<file path="config.mk">
export PLATFORM = sky130hd
export DESIGN_NAME = motor_pwm_chopper_setup
export DESIGN_NICKNAME = d
export VERILOG_FILES = /design/src/verilog/motor_pwm_pkg.sv /design/src/verilog/motor_pwm_chopper_setup.sv
export SDC_FILE = /design/constraint.sdc
export NUM_CORES = 1
export LEC_CHECK = 0
export ABC_CLOCK_PERIOD_IN_PS = 7300
export BUFFER_PORTS_ARGS = -buffer_cell sky130_fd_sc_hd__buf_4
export CORE_ASPECT_RATIO = 1.1
export CORE_MARGIN = 2
export CORE_UTILIZATION = 40
export CTS_CLUSTER_SIZE = 40
export DETAILED_ROUTE_END_ITERATION = 6
export GPL_ROUTABILITY_DRIVEN = 0
export MAX_ROUTING_LAYER = met4
export PLACE_DENSITY_LB_ADDON = 0.15
export SLEW_MARGIN = 20
export SYNTH_ARGS = -nofsm -noshare
export SYNTH_HDL_FRONTEND = slang
export SYNTH_SLANG_ARGS = --single-unit
</file>
<file path="constraint.sdc">
create_clock -name sys_clk -period 7.3 [get_ports sys_clk]
set_clock_uncertainty 0.05 [all_clocks]
set_input_delay 0.73 -clock sys_clk [delete_from_list [all_inputs] [get_ports sys_clk]]
set_output_delay 0.73 -clock sys_clk [all_outputs]
set_load 0.02 [all_outputs]
</file>
<file path="src/verilog/motor_pwm_pkg.sv">
// motor pwm / chopper setup: offsets, fields, reset values, timing
// assumes a 50 MHz sys_clk and byte addresses on a 32-bit wishbone
package motor_pwm_pkg;

  // ==========================================================
  // register byte offsets
  localparam logic [7:0] OFF_REF  = 8'h00;
  localparam logic [7:0] OFF_PCR  = 8'h04;
  localparam logic [7:0] OFF_REP  = 8'h08;
  localparam logic [7:0] OFF_PHASE_W_HIGH_BITS = 8'h0C;
  localparam logic [7:0] OFF_PHASE_W_LOW_BITS = 8'h10;
  localparam logic [7:0] OFF_PHASE_V_HIGH_BITS = 8'h14;
  localparam logic [7:0] OFF_PHASE_V_LOW_BITS = 8'h18;
  localparam logic [7:0] OFF_PHASE_U_HIGH_BITS = 8'h1C;
  localparam logic [7:0] OFF_PHASE_U_LOW_BITS = 8'h20;
  localparam logic [7:0] OFF_P0H  = 8'h24;
  localparam logic [7:0] OFF_P0L  = 8'h28;
  localparam logic [7:0] OFF_DTG  = 8'h2C;
  localparam logic [7:0] OFF_CTL  = 8'h30;
  localparam logic [7:0] OFF_PHS  = 8'h34;

  // ==========================================================
  // field positions
  localparam int REF_BEMF_BIT  = 7;
  localparam int REF_CUR_BIT   = 6;
  localparam int REF_ROUTE_BIT = 5;
  localparam int PCR_W8_BIT    = 7;
  localparam int PCR_FU_BIT    = 6;
  localparam int PCR_FV_BIT    = 5;
  localparam int PCR_FW_BIT    = 4;
  localparam int PCR_CMS_BIT   = 3;
  localparam int DTG_PCN_BIT   = 7;
  localparam int CTL_CKE_BIT   = 0;
  localparam int CTL_SR_BIT    = 1;
  localparam int CTL_DAC_BIT   = 2;

  // ==========================================================
  // reset values
  localparam logic [11:0] PER_RST = 12'hFFF;
  localparam logic [7:0]  DTG_RST = 8'hFF;

  // ==========================================================
  // timing
  localparam int CLK_HZ        = 50_000_000;
  localparam int DEMAG_STEP_NS = 5000;
  localparam int DEMAG_STEP_CYC = DEMAG_STEP_NS / (1_000_000_000 / CLK_HZ);

  typedef enum logic {DIR_UP = 1'b0, DIR_DOWN = 1'b1} dir_t;

  typedef struct packed {
    logic             ack;
    logic [7:0]       rdat;
    logic [5:0]       refCtl;
    logic [7:0]       pcr;
    logic [7:0]       repPre;
    logic [7:0]       repAct;
    logic [7:0]       repCnt;
    logic [2:0][15:0] cmpPre;
    logic [2:0][15:0] cmpAct;
    logic [2:0]       fullAct;
    logic [11:0]      perPre;
    logic [11:0]      perAct;
    logic [7:0]       dead_time_value;
    logic             dtLock;
    logic [7:0]       ctrl;
    logic [7:0]       phPre;
    logic [7:0]       phAct;
    logic             ckePrev;
    logic [2:0]       pre;
    logic [11:0]      cnt;
    dir_t             dir;
    logic [8:0]       chopCnt;
    logic             chop;
    logic             chopHi;
    logic             chopLo;
    logic [15:0]      blankSub;
    logic [5:0]       blankUnits;
    logic             blank;
    logic             upd;
    logic [2:0]       pwm;
    logic [2:0]       bemfS;
    logic [2:0]       curS;
    logic             bemfLvl;
    logic             curLvl;
  } st_t;

  // chopper half period in sys_clk cycles
  function automatic logic [8:0] chopHalf(input logic [2:0] f);
    case (f)
      3'h0:    chopHalf = 9'(CLK_HZ / 200_000);
      3'h1:    chopHalf = 9'(CLK_HZ / 400_000);
      3'h2:    chopHalf = 9'(CLK_HZ / 800_000);
      3'h3:    chopHalf = 9'(CLK_HZ / 1_000_000);
      3'h4:    chopHalf = 9'(CLK_HZ / 1_600_000);
      3'h5:    chopHalf = 9'(CLK_HZ / 2_000_000);
      3'h6:    chopHalf = 9'(CLK_HZ / 2_666_666);
      default: chopHalf = 9'(CLK_HZ / 4_000_000);
    endcase
  endfunction : chopHalf

  // blanking length in 5 us units
  function automatic logic [5:0] demagUnits(input logic [3:0] c);
    if (!c[3]) demagUnits = {2'h0, c} + 6'h01;
    else       demagUnits = {c, 2'h0} - 6'h14;
  endfunction : demagUnits

endpackage : motor_pwm_pkg

</file>
<file path="src/verilog/motor_pwm_chopper_setup.sv">
// motor pwm counter, chopper, blanking window and preload registers
// assumes a classic wishbone master and a same-clock commutation pulse
`timescale 1ns/1ns

// Overview of operation
// RULE1: blank demag detect after commutation, sensorless only
// RULE2: status bit shows synced bemf comparator
// RULE3: status bit shows synced current comparator
// RULE4: route bit selects current comparator source
// RULE5: chopper mode gates low, high or both
// RULE6: three bits select chopper frequency
// RULE7: chopper wave has equal high, low
// RULE8: extension bit from compare or full-duty
// RULE9: full-duty forces 100%, self-clears at update
// RULE10: alignment bit picks edge or center counting
// RULE11: prescaler divides by field plus one
// RULE12: repetition zero transfers preloads, flags update
// RULE13: update every N+1 periods or halves
// RULE14: clock enable loads repetition, flags update
// RULE15: low compare bits 2:0 reserved zero
// RULE16: period compare resets 0FFFh, 12 bits
// RULE17: software writes both compare bytes first
// RULE18: reads return active, not pending, values
// RULE19: commutation transfers other preloads together; the code moves only the phase preload
// RULE20: any dead-time write locks its field
// RULE21: software writes write-once bits first
// RULE22: dead-time reset FFh, channel count gates
// RULE23: direct mode phase write is commutation
// RULE24: center mode counts up then down
module motor_pwm_chopper_setup
  import motor_pwm_pkg::*;
#(
  parameter int DEMAG_STEP = DEMAG_STEP_CYC
) (
  input  wire logic        sys_clk,
  input  wire logic        rst_n,
  input  wire logic        wb_cyc_i,
  input  wire logic        wb_stb_i,
  input  wire logic        wb_we_i,
  input  wire logic [7:0]  wb_adr_i,
  input  wire logic [3:0]  wb_sel_i,
  input  wire logic [31:0] wb_dat_i,
  output      logic [31:0] wb_dat_o,
  output      logic        wb_ack_o,
  input  wire logic        commEventIn,
  input  wire logic        bemfCompIn,
  input  wire logic        currentCompIn,
  output      logic [2:0]  pwmOut,
  output      logic        updateIrq,
  output      logic        demagBlank,
  output      logic        currentRouteSel,
  output      logic        chopHighGate,
  output      logic        chopLowGate,
  output      logic [7:0]  phaseStateOut,
  output      logic [7:0]  deadTimeSetup
);

  localparam st_t ST_RST = '{perPre: PER_RST, perAct: PER_RST,
                             dead_time_value: DTG_RST, dir: DIR_UP, default: '0};
  localparam logic [15:0] STEP_LAST = 16'(DEMAG_STEP - 1);

  // ==========================================================
  // reset release
  logic [1:0] rstPipe;
  logic       rstSync;

  always_ff @(posedge sys_clk or negedge rst_n) begin
    if (!rst_n) rstPipe <= 2'b00;
    else        rstPipe <= {rstPipe[0], 1'b1};
  end
  assign rstSync = rstPipe[1];

  // ==========================================================
  // register read, active values only
  function automatic logic [7:0] regRead(input st_t s,
                                         input logic [7:0] a);
    if (a == OFF_REF)
      regRead = {s.bemfLvl, s.curLvl, s.refCtl}; // RULE2 RULE3
    else if (a == OFF_PCR)  regRead = s.pcr;
    else if (a == OFF_REP)  regRead = s.repAct; // RULE18
    else if (a == OFF_PHASE_W_HIGH_BITS) regRead = s.cmpAct[2][15:8];
    else if (a == OFF_PHASE_W_LOW_BITS) regRead = {s.cmpAct[2][7:3], 3'h0}; // RULE15
    else if (a == OFF_PHASE_V_HIGH_BITS) regRead = s.cmpAct[1][15:8];
    else if (a == OFF_PHASE_V_LOW_BITS) regRead = {s.cmpAct[1][7:3], 3'h0};
    else if (a == OFF_PHASE_U_HIGH_BITS) regRead = s.cmpAct[0][15:8];
    else if (a == OFF_PHASE_U_LOW_BITS) regRead = {s.cmpAct[0][7:3], 3'h0};
    else if (a == OFF_P0H)  regRead = {4'h0, s.perAct[11:8]}; // RULE16
    else if (a == OFF_P0L)  regRead = s.perAct[7:0];
    else if (a == OFF_DTG)  regRead = s.dead_time_value;
    else if (a == OFF_CTL)  regRead = s.ctrl;
    else if (a == OFF_PHS)  regRead = s.phAct; // RULE18
    else                    regRead = 8'h00;
  endfunction : regRead

  st_t         s;
  st_t         n;
  logic        cke;
  logic        tick;
  logic        perEv;
  logic        updEv;
  logic        req;
  logic        wr;
  logic        wrPh;
  logic        commEv;
  logic        w8;
  logic        full;
  logic [11:0] mag;
  logic [7:0]  wd;

  // ==========================================================
  // next state
  always_comb begin
    n      = s;
    n.upd  = 1'b0;
    tick   = 1'b0;
    perEv  = 1'b0;
    updEv  = 1'b0;
    wrPh   = 1'b0;
    full   = 1'b0;
    mag    = 12'h000;
    wd     = wb_dat_i[7:0];
    cke    = s.ctrl[CTL_CKE_BIT];
    w8     = s.pcr[PCR_W8_BIT];
    n.ckePrev = cke;

    n.bemfS = {s.bemfS[1:0], bemfCompIn};
    n.curS  = {s.curS[1:0], currentCompIn};
    if (s.bemfS[1] == s.bemfS[2]) n.bemfLvl = s.bemfS[2]; // RULE2
    if (s.curS[1] == s.curS[2])   n.curLvl = s.curS[2]; // RULE3

    // pwm counter
    if (!cke) begin
      n.pre = 3'h0;
      n.cnt = 12'h000;
      n.dir = DIR_UP;
    end else begin
      tick  = s.pre == s.pcr[2:0]; // RULE11
      n.pre = tick ? 3'h0 : s.pre + 3'h1;
      if (tick) begin
        if (!s.pcr[PCR_CMS_BIT]) begin // RULE10
          perEv = s.cnt >= s.perAct;
          n.cnt = perEv ? 12'h000 : s.cnt + 12'h001;
        end else if (s.dir == DIR_UP) begin // RULE24
          perEv = s.cnt >= s.perAct;
          if (perEv) n.dir = DIR_DOWN;
          else       n.cnt = s.cnt + 12'h001;
        end else begin
          perEv = s.cnt == 12'h000;
          if (perEv) n.dir = DIR_UP;
          else       n.cnt = s.cnt - 12'h001;
        end
      end
    end

    // repetition and update
    if (perEv) begin // RULE13
      if (s.repCnt == 8'h00) updEv = 1'b1;
      else                   n.repCnt = s.repCnt - 8'h01;
    end
    if (cke && !s.ckePrev) begin // RULE14
      n.repAct = s.repPre;
      n.repCnt = s.repPre;
      n.upd    = 1'b1;
    end
    if (updEv) begin // RULE12
      n.upd     = 1'b1;
      n.repAct  = s.repPre;
      n.repCnt  = s.repPre;
      n.cmpAct  = s.cmpPre;
      n.perAct  = s.perPre;
      n.fullAct = {s.pcr[PCR_FW_BIT], s.pcr[PCR_FV_BIT],
                   s.pcr[PCR_FU_BIT]};
      n.pcr[PCR_FU_BIT:PCR_FW_BIT] = 3'h0; // RULE9
    end

    // phase outputs
    for (int i = 0; i < 3; i++) begin
      full = s.fullAct[i] | (!w8 & s.cmpAct[i][15]); // RULE8 RULE9
      mag  = w8 ? {s.cmpAct[i][15:8], 4'h0} : s.cmpAct[i][14:3];
      n.pwm[i] = cke & (full | (s.cnt < mag));
      if (i > 0) n.pwm[i] = n.pwm[i] & s.dead_time_value[DTG_PCN_BIT]; // RULE22
    end

    // chopper
    if (s.refCtl[4:3] == 2'h0) begin
      n.chopCnt = 9'h000;
      n.chop    = 1'b0;
    end else if (s.chopCnt >= chopHalf(s.refCtl[2:0]) - 9'h001) begin
      n.chopCnt = 9'h000; // RULE6
      n.chop    = !s.chop; // RULE7
    end else begin
      n.chopCnt = s.chopCnt + 9'h001;
    end
    n.chopHi = !s.refCtl[4] | s.chop; // RULE5
    n.chopLo = !s.refCtl[3] | s.chop;

    // bus slave
    req   = wb_cyc_i & wb_stb_i & !s.ack;
    wr    = req & wb_we_i & wb_sel_i[0];
    n.ack = req;
    if (req) n.rdat = regRead(s, wb_adr_i);
    if (wr) begin
      if (wb_adr_i == OFF_REF)       n.refCtl = wd[5:0];
      else if (wb_adr_i == OFF_PCR)  n.pcr = wd;
      else if (wb_adr_i == OFF_REP)  n.repPre = wd;
      else if (wb_adr_i == OFF_PHASE_W_HIGH_BITS) n.cmpPre[2][15:8] = wd; // RULE17
      else if (wb_adr_i == OFF_PHASE_W_LOW_BITS) n.cmpPre[2][7:3] = wd[7:3];
      else if (wb_adr_i == OFF_PHASE_V_HIGH_BITS) n.cmpPre[1][15:8] = wd;
      else if (wb_adr_i == OFF_PHASE_V_LOW_BITS) n.cmpPre[1][7:3] = wd[7:3];
      else if (wb_adr_i == OFF_PHASE_U_HIGH_BITS) n.cmpPre[0][15:8] = wd;
      else if (wb_adr_i == OFF_PHASE_U_LOW_BITS) n.cmpPre[0][7:3] = wd[7:3];
      else if (wb_adr_i == OFF_P0H)  n.perPre[11:8] = wd[3:0];
      else if (wb_adr_i == OFF_P0L)  n.perPre[7:0] = wd;
      else if (wb_adr_i == OFF_DTG) begin
        n.dead_time_value[7:6] = wd[7:6];
        if (!s.dtLock) n.dead_time_value[5:0] = wd[5:0]; // RULE20
        n.dtLock = 1'b1;
      end else if (wb_adr_i == OFF_CTL) n.ctrl = wd;
      else if (wb_adr_i == OFF_PHS) begin
        n.phPre = wd;
        wrPh    = 1'b1;
      end
    end

    // commutation and blanking
    commEv = s.ctrl[CTL_DAC_BIT] ? wrPh : commEventIn; // RULE23
    if (commEv) n.phAct = n.phPre; // RULE19
    if (s.ctrl[CTL_SR_BIT]) begin
      n.blank = 1'b0; // RULE1
    end else if (commEv) begin
      n.blank      = 1'b1;
      n.blankSub   = 16'h0000;
      n.blankUnits = demagUnits(s.ctrl[7:4]);
    end else if (s.blank) begin
      n.blankSub = s.blankSub + 16'h0001;
      if (s.blankSub == STEP_LAST) begin
        n.blankSub   = 16'h0000;
        n.blankUnits = s.blankUnits - 6'h01;
        if (s.blankUnits == 6'h01) n.blank = 1'b0;
      end
    end
  end

  always_ff @(posedge sys_clk or negedge rstSync) begin
    if (!rstSync) s <= ST_RST;
    else          s <= n;
  end

  assign wb_dat_o        = {24'h000000, s.rdat};
  assign wb_ack_o        = s.ack;
  assign pwmOut          = s.pwm;
  assign updateIrq       = s.upd;
  assign demagBlank      = s.blank;
  assign currentRouteSel = s.refCtl[REF_ROUTE_BIT]; // RULE4
  assign chopHighGate    = s.chopHi;
  assign chopLowGate     = s.chopLo;
  assign phaseStateOut   = s.phAct;
  assign deadTimeSetup   = s.dead_time_value;
endmodule : motor_pwm_chopper_setup

</file>
After elaboration in Yosys (flattened, before gate mapping)
Cells that the tools add are included.
Word-level totals
  register bits after elaboration: 251
  bits of input ports: 52
  output and inout port bits: 57
  word-level logic and storage cells: 247
Operators by class
  add/sub/neg operators: 10
  magnitude comparators: 5
  eq/ne operators: 29
  muxes and demuxes: 88
  bitwise gates (word level): 34
  reductions and logical operators: 36
Operator list (count)
  8-bit 2-to-1 mux: 33
  12-bit 2-to-1 mux: 7
  23-bit 2-to-1 mux: 3
  8-bit case mux with 7 select lines: 1
  8-bit by 6-bit == test with 1-bit output, second input constant: 6
  16-bit 2-to-1 mux: 3
  12-bit < comparator: 3
  8-bit by 5-bit == test with 1-bit output, second input constant: 4
  1-bit 2-to-1 mux: 30
  15-bit 2-to-1 mux: 2
  14-bit AND reduction: 2
  13-bit 2-to-1 mux: 2
  9-bit 2-to-1 mux: 2
  16-bit by 1-bit adder with 16-bit output, second input constant: 1
  16-bit by 8-bit == test with 1-bit output, second input constant: 1
  8-bit by 4-bit == test with 1-bit output, second input constant: 2
  8-bit zero test: 2
  1-bit inverter: 14
  13-bit AND reduction: 1
  12-bit by 1-bit adder with 12-bit output, second input constant: 1
  1-bit AND: 12
  12-bit >= comparator: 1
  12-bit zero test: 1
  12-bit AND reduction: 1
  other kinds (40): 67

Logic depth before layout (Yosys ltp)
  depth after elaboration: 19
  depth in mapped cells: 12

Worst setup path before layout
No wires, ideal clock.
  path kind: input to register
  start point: in wb_adr_i[2]
  end point: reg s[28] (netlist name)
  setup time: 0.078 ns
  arrival time: 2.752 ns
  data required time: 7.172 ns
  setup slack: 4.420 ns
  stages on the path: 10
  buffers on the path: 4
  cell sequence: buf_4 > or4b_1 > buf_2 > nor4_4 > buf_6 > a21oi_2 > a21o_1 > buf_6 > or3_1 > a21oi_1
Between the ends
  word-level cells in the longest chain between the ends: 19
  elaborated cells between the ends (all ways): 33
  those cells by class: 13 x eq/ne; 17 x mux; 3 x reduce/logical
RTL lines
  start, declared: RTL line motor_pwm_chopper_setup.sv:40  | input wire logic [7:0] wb_adr_i,
  8-bit by 6-bit == test with 1-bit output: RTL line motor_pwm_chopper_setup.sv:219  | else if (wb_adr_i == OFF_PHS) begin
  1-bit 2-to-1 mux: RTL line motor_pwm_chopper_setup.sv:219
  1-bit 2-to-1 mux: RTL line motor_pwm_chopper_setup.sv:218  | end else if (wb_adr_i == OFF_CTL) n.ctrl = wd;
  1-bit 2-to-1 mux: RTL line motor_pwm_chopper_setup.sv:214  | else if (wb_adr_i == OFF_DTG) begin
  1-bit 2-to-1 mux: RTL line motor_pwm_chopper_setup.sv:213  | else if (wb_adr_i == OFF_P0L) n.perPre[7:0] = wd;
  1-bit 2-to-1 mux: RTL line motor_pwm_chopper_setup.sv:212  | else if (wb_adr_i == OFF_P0H) n.perPre[11:8] = wd[3:0];
  1-bit 2-to-1 mux: RTL line motor_pwm_chopper_setup.sv:211  | else if (wb_adr_i == OFF_PHASE_U_LOW_BITS) n.cmpPre[0][7:3] = wd[7:3];
  1-bit 2-to-1 mux: RTL line motor_pwm_chopper_setup.sv:210  | else if (wb_adr_i == OFF_PHASE_U_HIGH_BITS) n.cmpPre[0][15:8] = wd;
  (+3 left out)
  1-bit 2-to-1 mux: RTL line motor_pwm_chopper_setup.sv:206  | else if (wb_adr_i == OFF_PHASE_W_HIGH_BITS) n.cmpPre[2][15:8] = wd;
  1-bit 2-to-1 mux: RTL line motor_pwm_chopper_setup.sv:205  | else if (wb_adr_i == OFF_REP) n.repPre = wd;
  1-bit 2-to-1 mux: RTL line motor_pwm_chopper_setup.sv:204  | else if (wb_adr_i == OFF_PCR) n.pcr = wd;
  1-bit 2-to-1 mux *: RTL line motor_pwm_chopper_setup.sv:203  | if (wb_adr_i == OFF_REF) n.refCtl = wd[5:0];
  1-bit 2-to-1 mux *: RTL line motor_pwm_chopper_setup.sv:202  | if (wr) begin
  1-bit 2-to-1 mux *: RTL line motor_pwm_chopper_setup.sv:226  | commEv = s.ctrl[CTL_DAC_BIT] ? wrPh : commEventIn;
  2-bit nonzero test (no source line)
  2-bit AND reduction (no source line)
  end signal, assigned: RTL line motor_pwm_chopper_setup.sv:246  | else s <= n;
  end, declared: RTL line motor_pwm_chopper_setup.sv:95  | st_t s;
Every way passes the cells marked *; elsewhere a longest branch is shown, timed or not.
A chain may end at the register's enable or synchronous reset.

Final worst setup path
  start point: reg s[48] (netlist name)
  end point: reg s[227] (netlist name)
Between the ends
  word-level cells in the longest chain between the ends: 8
  elaborated cells between the ends (all ways): 11
  those cells by class: 1 x order compare; 1 x eq/ne; 6 x mux; 3 x reduce/logical
RTL lines
  12-bit >= comparator or 12-bit zero test (tied branches): RTL line motor_pwm_chopper_setup.sv:141, motor_pwm_chopper_setup.sv:144, motor_pwm_chopper_setup.sv:148
  1-bit 2-to-1 mux: RTL line motor_pwm_chopper_setup.sv:143  | end else if (s.dir == DIR_UP) begin
  1-bit 2-to-1 mux *: RTL line motor_pwm_chopper_setup.sv:140  | if (!s.pcr[PCR_CMS_BIT]) begin
  1-bit 2-to-1 mux *: RTL line motor_pwm_chopper_setup.sv:139  | if (tick) begin
  1-bit 2-to-1 mux *: RTL line motor_pwm_chopper_setup.sv:132  | if (!cke) begin
  1-bit 2-to-1 mux: RTL line motor_pwm_chopper_setup.sv:156  | if (perEv) begin
  3-bit by 2-bit inequality test with 1-bit output (no source line) or 3-bit nonzero test (tied branches)
  2-bit AND reduction (no source line)
Marked as above.

==> metrics.md <==
| Metric | Value |
|---|---|
| Pre-Repair DR Iteration Count | `5` |
| Fillers | `3251` |
| Worst hold margin | `0.245 ns` |
| Startpoint Class | `flop` |
| Measured slew at the worst slew-check pin | `1.13 ns` |
| Syn avg cell area | `10.4 um2` |
| Total Wirelength | `37400 um` |
| Clk buf depth | `3` |
| Setup bufs post-CTS | `0` |
| Max Cap Viol | `0` |
| Diodes inserted | `0` |
| Clock slew seen by the registers of the worst setup and hold paths | `0.06 ns` |
| Layout cells sized above 1 | `22.7%` |
| Warnings, synthesis | `0` |
| Final Cell Area | `15000 um2` |
| Final Hold Fails | `0` |
| Leak Pwr | `0.00714 uW` |
| Commonest cells post-synth | `dfrtp_1 (219), mux2_2 (132), nand2_1 (132)` |
| Synth-to-layout area growth | `11.1%` |
| Rel. slew slack | `24.0%` |
| Setup violators final | `0` |
| Remaining DRCs | `0` |
| Worst VDD drop | `0.158 mV` |
| Initial core utilization | `40.6%` |
| Area leader, netlist | `dfrtp_1` |
| Primary FF master, synth | `dfrtp_1` |
| Die W | `179 um` |
| Leading cell type by number of instances after synthesis | `dfrtp_1` |
| Number of global-route vias before repair | `9713` |
| EDFF count, synth | `0` |
| TritonCTS clock tree | `built` |
| RSZ-0062 raised after global routing | `no` |
| Largest net degree at the start of global routing | `138` |
| Post-CTS sizing | `0` |
| H-tree Lvls | `1` |
| Hold Path Depth | `1` |
| Worst Reg-to-Reg Cells | `11` |
| Post-Syn Area | `13500 um2` |
| Drt wl/cell | `21.1 um` |
| CP cell instances | `inv_1 > ha_1 > nand2b_1 > a2111o_1 > a32oi_1 > a211oi_4 > buf_4 > nor2b_1 > inv_2 > nand2_1 > o311ai_0` |
| Crit end category | `flop` |
| Root Buffer | `clkbuf_16` |
| Detail Route Antenna Nets | `0` |
| Final WS setup | `3.21 ns` |
| Worst skew pair latency | `0.56 ns` |
| Layout net count | `1433` |
| Worst Path Required | `7.66 ns` |
| Die height | `197 um` |
| Setup_tns | `0 ns` |
| Crit Path Max Fanout | `70` |
| Vias | `9923` |
| Pwr dens | `206 nW/um2` |
| Post-synth top area share | `40.5%` |
| TritonCTS Buffers | `29` |
| Post-DP HPWL | `26000 um` |
| Critical Path AT | `4.45 ns` |
| Clock tree sinks | `251` |
| Initial antenna violation count | `0` |
| Grt ovf | `0` |
| Top Ports | `109` |
| Tcrit/Tclk final | `56.0%` |
| Critical path class | `reg2reg` |
| Number of synthesized register bits | `251` |
| Place WS | `3.01 ns` |
| Status | `finished, final reports clean` |
| Die area | `35300 um2` |
| Post-Place Cell Area | `14000 um2` |
| Final max-slew violation count | `0` |
| Slowest CP cell | `nor2b_1` |
| Starting DRT DRC Count | `685` |
| First-pass GRT wire length | `58200 um` |
| All-layer global routing usage | `22.2%` |
| Worst path max stage delay | `0.67 ns` |
| Core box area | `33300 um2` |
| Total power | `3090 uW` |
| Top post-synthesis cells by area | `dfrtp_1 (41%), mux2_2 (11%), dfstp_2 (6.2%)` |
| # port buffers | `57` |
| Maximum clock rate | `244 MHz` |
| Synth async-reset ratio | `100%` |
| Via/cell ratio | `5.61` |
| Hold/Removal Path Class | `in2reg` |
| Synth cell types | `80` |
| Tmin final | `4.09 ns` |
| Synth Instances | `1306` |
| Seq/Total Area, Yosys | `46.7%` |
| Std-Cell Rows | `70` |
## kinds of logic (layout without fill, tap and decap cells)
group           count (synthesis)  after routing  share of synthesized area (%)
xor+xnor                       19             19                           1.23
flops                         251            251                           46.7
compound gates                260            260                           12.1
other cells                     2             26                         0.0555
fa+ha+maj                      68             68                           6.25
mux                           168            168                           13.7
simple gates                  392            392                           14.2
buf+inv                       146            154                           5.66
## stage by stage
stage | cells | util, %
2_1_floorplan | 1330 | -
3_3_place_gp | 1715 | 42.1
3_5_place_dp | 1715 | 42.2
4_1_cts | 1770 | 45.2
5_1_grt | 1770 | 45.2
6_report | 1770 | 45.2
## flip-flops by register name, indices dropped and copies added (netlist names)
register	flops
demagBlank	1
phaseStateOut	8
n	4
wb_ack_o	1
rstPipe	2
wb_dat_o	8
cke	1
deadTimeSetup	8
pwmOut	3
s	211
currentRouteSel	1
updateIrq	1
chopLowGate	1
chopHighGate	1
## critical path, delay by kind of cell, from the launching register on
kind,cells,cell delay (ns)
DFF,1,0.65
and+or+nand+nor,3,0.99
buffers and inverters,3,0.80
AOI/OAI and AO/OA,4,1.11
adders and majority gates,1,0.31
## final timing paths
path                                      startpoint                  to  slack [ns]
worst max-delay path               s[48]$_DFFE_PN0P_  s[227]$_DFFE_PN0P_        3.21
worst min register to register  rstPipe[1]$_DFF_PN0_     s[74]$_DFF_PN0_        0.28
worst max register to register     s[48]$_DFFE_PN0P_  s[227]$_DFFE_PN0P_        3.21
worst min-delay path                      bemfCompIn      n[6]$_DFF_PN0_        0.24
min in group asynchronous       rstPipe[1]$_DFF_PN0_     s[74]$_DFF_PN0_        0.28
max in group asynchronous       rstPipe[1]$_DFF_PN0_  s[240]$_DFFE_PN0P_        5.56
## cell type report
type | instances | area (um2) | area share, %
repair buffers | 66 | 510 | 3.40
inverters | 34 | 128 | 0.849
flip-flops and latches | 251 | 6320 | 42.1
well taps | 432 | 541 | 3.60
multi-input cells | 933 | 6540 | 43.5
clock buffers | 43 | 868 | 5.78
clock inverters | 11 | 118 | 0.783
## routing by layer
| metal | vias to the layer above | global-route usage [%] | share of wire, % |
|---|---|---|---|
| met5 | - | - | 0 |
| met4 | 0 | 5.56 | 2.3 |
| met3 | 63 | 3.38 | 5.2 |
| met2 | 277 | 35.1 | 47 |
| met1 | 4949 | 30.1 | 45 |
| li1 | 4634 | - | - |
## cell usage in the layout (no fill, tap or decap), types with 6 or more instances in the layout
cell	count
dfrtp_1	218
nand2_1	132
mux2_2	132
nor2_1	97
o21ai_0	91
ha_1	66
buf_4	64
a21oi_1	56
mux2i_1	36
inv_1	32
dfstp_2	32
clkbuf_16	29
nand3_1	26
conb_1	26
and3_1	21
nand2b_1	20
a31oi_1	15
nor3_1	14
nand4_1	13
xnor2_1	11
a21o_1	11
a22oi_1	9
clkbuf_8	9
xor2_1	8
or3_1	8
nor4_1	8
nor2b_1	8
o22ai_1	8
or2_2	7
a221oi_1	7
o311ai_0	6
## repair_timing
action / 4_1_cts / 5_1_grt
setup endpoints to repair: 0 / 0
hold endpoints to repair: 2 / 0
hold buffers: 1 / 0
## report_power, final
group	switching, uW	leakage (uW)	internal, uW	total, uW
clock	595	0.000485	892	1490
sequential	22.8	0.00328	1410	1440
combinational	119	0.00337	52.0	171
total	737	0.00714	2360	3090
No activity file was read; power rests on OpenSTA's default activity.
